===== src/design/pcwp_pkg.sv =====
// pcwp_pkg: shared constants and carrier types for the parallel config port
// assumes: nothing beyond a standard SystemVerilog compiler
package pcwp_pkg;

    // ------------------------------------------------------------
    // timing figures
    // ------------------------------------------------------------
    localparam int unsigned REF_CLK_HZ = 25000000;
    localparam int unsigned MAX_FREQ_MHZ = 66;
    localparam int unsigned NO_HANDSHAKE_FREQ_LIMIT_MHZ = 50;
    // config_clock period at the no-handshake limit, in ns (rounded down)
    localparam int unsigned NO_HANDSHAKE_PERIOD_NS =
        1000 / NO_HANDSHAKE_FREQ_LIMIT_MHZ;
    localparam int unsigned REF_PERIOD_NS = 1000000000 / REF_CLK_HZ;
    // sampled config_clock period (ref cycles) at or below which it is "fast";
    // at 25 MHz sampling this is at least one cycle
    localparam int unsigned FAST_PERIOD_CYC =
        (NO_HANDSHAKE_PERIOD_NS / REF_PERIOD_NS) < 1 ? 1 :
        (NO_HANDSHAKE_PERIOD_NS / REF_PERIOD_NS);

    // ------------------------------------------------------------
    // data layout and defaults
    // ------------------------------------------------------------
    localparam int unsigned DATA_W = 8;
    localparam int unsigned WORD_BYTES = 4;
    localparam logic [31:0] SYNC_WORD_RST = 32'haa995566;
    localparam int unsigned SINK_LAT_RST = 2;
    localparam int unsigned ABORT_CYC_RST = 4;
    localparam int unsigned PERIOD_W = 8;
    localparam logic [PERIOD_W-1:0] PERIOD_MAX = 8'hff;

    // ------------------------------------------------------------
    // carriers
    // ------------------------------------------------------------
    typedef struct packed {
        logic cs_n;
        logic write_n;
        logic clk;
        logic [DATA_W-1:0] data;
    } pcwp_pins_t;

    typedef struct packed {
        logic valid;
        logic [DATA_W-1:0] data;
    } pcwp_byte_t;

    typedef enum logic [3:0] {
        ST_IDLE  = 4'b0001,
        ST_WRITE = 4'b0010,
        ST_WAIT  = 4'b0100,
        ST_ABORT = 4'b1000
    } pcwp_state_t;

endpackage : pcwp_pkg


===== src/design/pcwp_port.sv =====
// pcwp_port: byte-wide configuration write port, device end
// assumes: host drives config_clock, chip select, write strobe and data;
// ref_clk_i is several times faster than config_clock
`timescale 1ns/1ps

module pcwp_port #(
    parameter int unsigned SINK_LAT = pcwp_pkg::SINK_LAT_RST,
    parameter int unsigned ABORT_CYC = pcwp_pkg::ABORT_CYC_RST,
    parameter logic [31:0] SYNC_WORD = pcwp_pkg::SYNC_WORD_RST
) (
    input wire logic ref_clk_i,
    input wire logic resetn_i,
    input wire logic config_clock_i,
    input wire logic cs_n_i,
    input wire logic write_n_i,
    input wire logic [pcwp_pkg::DATA_W-1:0] config_data_byte_i,
    output logic busy_o,
    output logic byte_valid_o,
    output logic [pcwp_pkg::DATA_W-1:0] byte_data_o,
    output logic aligned_o,
    output logic abort_o
);

    // ------------------------------------------------------------
    // pin synchronisation
    // ------------------------------------------------------------
    pcwp_pkg::pcwp_pins_t pins_raw;
    pcwp_pkg::pcwp_pins_t pins_s;
    pcwp_pkg::pcwp_pins_t pins_rst;

    assign pins_raw = '{cs_n: cs_n_i, write_n: write_n_i,
                        clk: config_clock_i, data: config_data_byte_i};
    assign pins_rst = '{cs_n: 1'b1, write_n: 1'b1, clk: 1'b0,
                        data: 8'h00};

    pcwp_sync #(
        .WIDTH($bits(pcwp_pkg::pcwp_pins_t))
    ) u_sync (
        .ref_clk_i(ref_clk_i),
        .resetn_i(resetn_i),
        .async_i(pins_raw),
        .rst_val_i(pins_rst),
        .sync_o(pins_s)
    );

    // ------------------------------------------------------------
    // config_clock edge detection and period measurement
    // ------------------------------------------------------------
    logic clk_d_r;
    logic clk_d_nxt;
    logic [pcwp_pkg::PERIOD_W-1:0] per_cnt_r;
    logic [pcwp_pkg::PERIOD_W-1:0] per_cnt_nxt;
    logic fast_r;
    logic fast_nxt;
    logic rise;

    assign rise = pins_s.clk && !clk_d_r;

    always_comb
    begin
        clk_d_nxt = pins_s.clk;
        per_cnt_nxt = per_cnt_r;
        fast_nxt = fast_r;
        if (rise)
        begin
            per_cnt_nxt = 8'h01;
            // fast clock means period at or under the no-handshake period
            fast_nxt = (per_cnt_r <=
                pcwp_pkg::PERIOD_W'(pcwp_pkg::FAST_PERIOD_CYC));
        end
        else if (per_cnt_r != pcwp_pkg::PERIOD_MAX)
        begin
            per_cnt_nxt = per_cnt_r + 8'h01;
        end
    end

    always_ff @(posedge ref_clk_i)
    begin
        if (!resetn_i)
        begin
            clk_d_r <= 1'b0;
            per_cnt_r <= pcwp_pkg::PERIOD_MAX;
            fast_r <= 1'b0;
        end
        else
        begin
            clk_d_r <= clk_d_nxt;
            per_cnt_r <= per_cnt_nxt;
            fast_r <= fast_nxt;
        end
    end

    // ------------------------------------------------------------
    // write handshake, abort and alignment
    // ------------------------------------------------------------
    function automatic logic [31:0] shift_in(input logic [31:0] w,
                                            input logic [7:0] b);
        shift_in = {w[23:0], b};
    endfunction : shift_in

    pcwp_pkg::pcwp_state_t state_r;
    pcwp_pkg::pcwp_state_t state_nxt;
    logic [7:0] sink_cnt_r;
    logic [7:0] sink_cnt_nxt;
    logic busy_r;
    logic busy_nxt;
    logic aligned_r;
    logic aligned_nxt;
    logic [31:0] shreg_r;
    logic [31:0] shreg_nxt;
    logic [1:0] byte_idx_r;
    logic [1:0] byte_idx_nxt;
    pcwp_pkg::pcwp_byte_t out_r;
    pcwp_pkg::pcwp_byte_t out_nxt;
    logic abort_r;
    logic abort_nxt;
    logic selected;
    logic take;

    assign selected = !pins_s.cs_n;
    // busy is sampled as it stood before this rise
    assign take = rise && selected && !pins_s.write_n && !busy_r;

    always_comb
    begin
        state_nxt = state_r;
        sink_cnt_nxt = sink_cnt_r;
        busy_nxt = busy_r;
        aligned_nxt = aligned_r;
        shreg_nxt = shreg_r;
        byte_idx_nxt = byte_idx_r;
        out_nxt = '{valid: 1'b0, data: out_r.data};
        abort_nxt = 1'b0;
        case (state_r)
            pcwp_pkg::ST_IDLE:
            begin
                if (rise && selected && !pins_s.write_n)
                begin
                    state_nxt = pcwp_pkg::ST_WRITE;
                end
            end
            pcwp_pkg::ST_WRITE, pcwp_pkg::ST_WAIT:
            begin
                if (!selected)
                begin
                    // releasing select ends a pending wait as well
                    state_nxt = pcwp_pkg::ST_IDLE;
                    busy_nxt = 1'b0;
                end
                else if (rise && pins_s.write_n)
                begin
                    // strobe dropped under select: direction change
                    state_nxt = pcwp_pkg::ST_ABORT;
                    sink_cnt_nxt = 8'(ABORT_CYC);
                    busy_nxt = 1'b1;
                    aligned_nxt = 1'b0;
                    byte_idx_nxt = 2'b00;
                    abort_nxt = 1'b1;
                end
                else if (state_r == pcwp_pkg::ST_WAIT)
                begin
                    // byte held off while busy stays high
                    if (sink_cnt_r <= 8'h01)
                    begin
                        busy_nxt = 1'b0;
                        state_nxt = pcwp_pkg::ST_WRITE;
                    end
                    else
                    begin
                        sink_cnt_nxt = sink_cnt_r - 8'h01;
                    end
                end
            end
            pcwp_pkg::ST_ABORT:
            begin
                // busy held through the whole abort, not cut short by cs
                if (sink_cnt_r <= 8'h01)
                begin
                    busy_nxt = 1'b0;
                    state_nxt = pcwp_pkg::ST_IDLE;
                end
                else
                begin
                    sink_cnt_nxt = sink_cnt_r - 8'h01;
                end
            end
            default:
            begin
                state_nxt = pcwp_pkg::ST_IDLE;
                busy_nxt = 1'b0;
            end
        endcase
        // the rise that opens a burst carries its first byte too
        if (take)
        begin
            shreg_nxt = shift_in(shreg_r, pins_s.data);
            if (aligned_r)
            begin
                // packets only pass once sync word is seen
                out_nxt = '{valid: 1'b1, data: pins_s.data};
                byte_idx_nxt = byte_idx_r + 2'b01;
            end
            else if (shift_in(shreg_r, pins_s.data) == SYNC_WORD)
            begin
                aligned_nxt = 1'b1;
                byte_idx_nxt = 2'b00;
            end
            // internal sink needs time only when clock is fast
            if (fast_r)
            begin
                busy_nxt = 1'b1;
                sink_cnt_nxt = 8'(SINK_LAT);
                state_nxt = pcwp_pkg::ST_WAIT;
            end
        end
    end

    always_ff @(posedge ref_clk_i)
    begin
        if (!resetn_i)
        begin
            state_r <= pcwp_pkg::ST_IDLE;
            sink_cnt_r <= 8'h00;
            busy_r <= 1'b0;
            aligned_r <= 1'b0;
            shreg_r <= 32'h00000000;
            byte_idx_r <= 2'b00;
            out_r <= '{valid: 1'b0, data: 8'h00};
            abort_r <= 1'b0;
        end
        else
        begin
            state_r <= state_nxt;
            sink_cnt_r <= sink_cnt_nxt;
            busy_r <= busy_nxt;
            aligned_r <= aligned_nxt;
            shreg_r <= shreg_nxt;
            byte_idx_r <= byte_idx_nxt;
            out_r <= out_nxt;
            abort_r <= abort_nxt;
        end
    end

    assign busy_o = busy_r;
    assign byte_valid_o = out_r.valid;
    assign byte_data_o = out_r.data;
    assign aligned_o = aligned_r;
    assign abort_o = abort_r;

endmodule : pcwp_port


===== src/design/pcwp_sync.sv =====
// pcwp_sync: two-flop synchroniser for the port's pin inputs
// assumes: inputs are asynchronous to ref_clk_i
`timescale 1ns/1ps
module pcwp_sync #(
    parameter int unsigned WIDTH = 1
) (
    input wire logic ref_clk_i,
    input wire logic resetn_i,
    input wire logic [WIDTH-1:0] async_i,
    input wire logic [WIDTH-1:0] rst_val_i,
    output logic [WIDTH-1:0] sync_o
);

    logic [WIDTH-1:0] meta_r;
    logic [WIDTH-1:0] meta_nxt;
    logic [WIDTH-1:0] sync_r;
    logic [WIDTH-1:0] sync_nxt;

    always_comb
    begin
        meta_nxt = async_i;
        sync_nxt = meta_r;
    end

    // reset value is a constant tie at the instance, synchronous reset
    always_ff @(posedge ref_clk_i)
    begin
        if (!resetn_i)
        begin
            meta_r <= rst_val_i;
            sync_r <= rst_val_i;
        end
        else
        begin
            meta_r <= meta_nxt;
            sync_r <= sync_nxt;
        end
    end

    assign sync_o = sync_r;

endmodule : pcwp_sync


===== config.mk =====
export PLATFORM = sky130hd
export DESIGN_NAME = pcwp_port
export DESIGN_NICKNAME = d
export VERILOG_FILES = /design/src/design/pcwp_pkg.sv /design/src/design/pcwp_port.sv /design/src/design/pcwp_sync.sv
export SDC_FILE = /design/constraint.sdc
export NUM_CORES = 1
export LEC_CHECK = 0
export BUFFER_PORTS_ARGS = -buffer_cell sky130_fd_sc_hd__buf_2
export CORE_MARGIN = 3
export CORE_UTILIZATION = 59
export CTS_CLUSTER_SIZE = 40
export DETAILED_ROUTE_END_ITERATION = 10
export PLACE_DENSITY = 0.8
export SYNTH_ARGS = -nofsm -noshare
export SYNTH_HDL_FRONTEND = slang
export SYNTH_SLANG_ARGS = --single-unit

===== constraint.sdc =====
create_clock -name ref_clk_i -period 2.35 [get_ports ref_clk_i]
set_clock_uncertainty 0.15 [all_clocks]
set_input_delay 0.235 -clock ref_clk_i [delete_from_list [all_inputs] [get_ports ref_clk_i]]
set_output_delay 0.235 -clock ref_clk_i [all_outputs]
set_load 0.01 [all_outputs]

==> impl_metrics.ini <==
[timing]
worst_slew_pin_slew_ns = 0.627
timing.final.max_slew_violations = 0
setup_tns_after_final_layout_ns = 0
maxClockFrequency_mhz = 450
grt_setup_unrepaired = false
timing.max_slew.rel_slack_pct = 58.1
hold_viol_final = 0
setup_violations = 0
final.period_utilization_pct = 94.5
finalWorstPathRequiredPeriod_ns = 2.22

[floorplanning]
ports = 25
placement_rows = 26
die_width_um = 80.5
design.die.area_um2 = 6480
design.core.area_um2 = 5240
floorplan.initialDensity_pct = 62.5
die-height_um = 80.5

[cts]
clk_path_buf_depth = 2
cts_hold_repair.buffers = 11
post_cts_resized = 0
insertion_delay_ns = 0.35
cts-htree-levels = 3
cts.clk_slew.worst_paths_ns = 0.09
clock_tree_from_tritoncts = yes
cts_made_buffers = 9
clock_sink_count = 80
clock_tree.root_cell = sky130_fd_sc_hd__clkbuf_8
post_cts_buffers = 0

[detailed_routing]
route.vias.total = 2772
drtIter0Drc = 267
post_drt_wl_per_cell_um = 14.3
drt-pass1-iter-count = 7
dr_vias_cell = 5.70
remaining_drc_errors = 0
ant_nets = 0
totalWireLength_um = 6940

[cells_and_area]
layout.filler_cells = 394
post_route_cells_drive_above_1_share_pct = 14.7
n_antenna_cell = 0
final_cell_area_um2 = 3840
synthToLayoutAreaGrowth_pct = 17.3
finalNetCount = 429
postLayoutCoreUtil_pct = 73.3
seqCellArea_um2 = 1600
multiInputGateArea_um2 = 1580

[synthesis]
post_synth_inst_count = 371
synth-seq-cells = 80
synth_area_per_cell_um2 = 8.83
synth_area_leaders = sky130_fd_sc_hd__dfxtp_1, sky130_fd_sc_hd__nand2_1, sky130_fd_sc_hd__a21oi_1
post_synth_and_or_nand_nor_area_fraction_pct = 26.7
synth_ff_type = sky130_fd_sc_hd__dfxtp_1
yosysMostFrequentCell = sky130_fd_sc_hd__dfxtp_1
synth-edff-count = 0
synth.area.mux_share_pct = 3.06
synth_seq_area_share_pct = 48.9
arithmetic_cell_share_of_the_synthesized_area_counting_full_adders_half_adders_and_majority_gates_pct = 1.91
synth_top_area_cell = sky130_fd_sc_hd__dfxtp_1
yosys_warnings = 0
synth_top_cells_by_count = sky130_fd_sc_hd__dfxtp_1, sky130_fd_sc_hd__nand2_1, sky130_fd_sc_hd__a21oi_1
syn-cell-area_um2 = 3280
synth_compound_area_share_pct = 14.9
main_combinational_cell_family_by_area_after_synthesis = simple AND/OR/NAND/NOR gates
yosysUniqueCellTypes = 49
post_synth_xor_area_fraction_pct = 1.34
synth_nets = 389
share_of_the_synthesized_area_in_the_top_cell_type_pct = 48.9
async_flop_share_pct = 0

[pwr]
power.sequential.fraction_pct = 47.9
p_leak_nw = 1.54
intPower_w = 0.00234
peakVddDrop_mv = 0.679
netSwitchingFraction_pct = 25.6
pwr-share-comb_pct = 12.6
power_density_of_the_placed_cells_nw_per_um2 = 819
clock_power_share_pct = 39.5
power.switching_w = 0.000805

[worst_setup_path]
cp_top_family = simple AND/OR/NAND/NOR gates
crit_path_max_fanout = 7
critical_path.slowest_cell = sky130_fd_sc_hd__or3_1
worst-endpoint-required_ns = 2.49
critPathBufInv = 1
critPathKind = flip-flop to flip-flop
critical_path.max_stage_delay_ns = 0.42
end_kind = flip-flop
critical_path.cell_chain = inv_1, ha_1, or2_2, and3_1, or3_1, a21oi_1, a31o_2
setup.worst_path.start_class = flip-flop
arrival_ns = 2.36

[placed_design]
placed_area_um2 = 3480
place_congestion = 0.916
count_of_buffers_from_port_buffering = 24
post-dp-hpwl_um = 4380

[hold_path]
holdCritPathClass = primary input to flip-flop

[global_routing]
first_pass_grt_wire_length_um = 12100
vias_in_the_first_global_route = 2685
initial_antenna_violation_count = 0
globalRoute.totalOverflow = 0
grt.total_usage_pct = 23.7
grt_max_degree = 39

[job]
cap_violations = 0

[status]
run_status = finished, final reports clean
## per-stage QoR
stage	setup WS, ns	hold slack (ns)	power (W)	cells
detailed placement	0.177	0.247	0.00191	459
CTS	0.151	0.175	0.00316	486
global route	0.00646	0.197	0.00330	486
floorplan	0.373	0.158	0.00182	371
finish	0.129	0.185	0.00315	486
global placement	0.276	0.250	0.00189	459
## worst min-delay path, delay by kind of cell
| family | cells | cell delay (ns) |
|---|---|---|
| buffers and inverters | 2 | 0.33 |
| and+or+nand+nor | 1 | 0.09 |
## flip-flops by register name, indices dropped and copies added, names as in the netlist
signal and cells:
shreg_r 24, u_sync.meta_r 11, u_sync.sync_o 11, byte_data_o 8
per_cnt_r 8, sink_cnt_r 8, state_r 4, abort_o 1
aligned_o 1, busy_o 1, byte_valid_o 1, clk_d_r 1
fast_r 1
## layout make-up
type,instances,share of cell area (%)
clock buffers,9,3.22
inverters,6,0.586
multi-input cells,269,41.0
repair buffers,45,7.95
flip-flops and latches,80,41.7
well taps,70,2.28
clock inverters,7,3.26
## power groups by stage
stage               clock network (W)  registers (W)  logic [W]
finish                        0.00124        0.00151   0.000398
global placement                    0        0.00153   0.000361
global route                  0.00132        0.00152   0.000456
detailed placement                  0        0.00154   0.000372
floorplan                           0        0.00152   0.000300
CTS                           0.00126        0.00151   0.000398
## cells by family (layout without fill, tap and decap cells)
logic type,Yosys count,count (layout)
fa+ha+maj,5,5
buf+inv,22,67
compound gates,81,81
simple gates,168,168
flops,80,80
mux,10,10
xor+xnor,5,5
## routing by layer
layer	up-vias	track usage [%]	wire, um
li1	1376	-	-
met3	16	4.48	340
met4	0	10.1	122
met2	88	37.7	3300
met1	1292	31.3	3180
met5	-	0	0
## worst paths after layout
kind,from,endpoint,slack (ns),cells after the start
worst max-delay path,sink_cnt_r[0],sink_cnt_r[4],0.13,7
worst min-delay path,resetn_i,per_cnt_r[0],0.19,3
worst max register to register,sink_cnt_r[0],sink_cnt_r[4],0.13,7
worst min register to register,u_sync.meta_r[10],u_sync.sync_o[10],0.27,1
## layout by cell type, fill, tap and decap left out, types with 2 or more instances in the layout
cell type,n
sky130_fd_sc_hd__dfxtp_1,80
sky130_fd_sc_hd__nand2_1,60
sky130_fd_sc_hd__a21oi_1,38
sky130_fd_sc_hd__nor2_1,25
sky130_fd_sc_hd__buf_2,24
sky130_fd_sc_hd__and2_1,20
sky130_fd_sc_hd__o21ai_0,17
sky130_fd_sc_hd__dlygate4sd3_1,11
sky130_fd_sc_hd__mux2i_1,10
sky130_fd_sc_hd__buf_4,10
sky130_fd_sc_hd__clkbuf_8,9
sky130_fd_sc_hd__nand3_1,8
sky130_fd_sc_hd__nor3_1,7
sky130_fd_sc_hd__nand2b_1,7
sky130_fd_sc_hd__inv_1,6
sky130_fd_sc_hd__nor4_1,6
sky130_fd_sc_hd__xnor2_1,5
sky130_fd_sc_hd__or3_1,5
sky130_fd_sc_hd__a31oi_1,5
sky130_fd_sc_hd__nand4_1,5
sky130_fd_sc_hd__ha_1,5
sky130_fd_sc_hd__a31o_2,4
sky130_fd_sc_hd__o21a_1,4
sky130_fd_sc_hd__nor2b_1,3
sky130_fd_sc_hd__nand3b_1,3
sky130_fd_sc_hd__and3_1,3
sky130_fd_sc_hd__nor4b_1,3
sky130_fd_sc_hd__inv_6,3
sky130_fd_sc_hd__bufinv_16,3
sky130_fd_sc_hd__or2_2,2
sky130_fd_sc_hd__o21ai_1,2
sky130_fd_sc_hd__nor4bb_1,2
(Power assumes the default switching activity.)
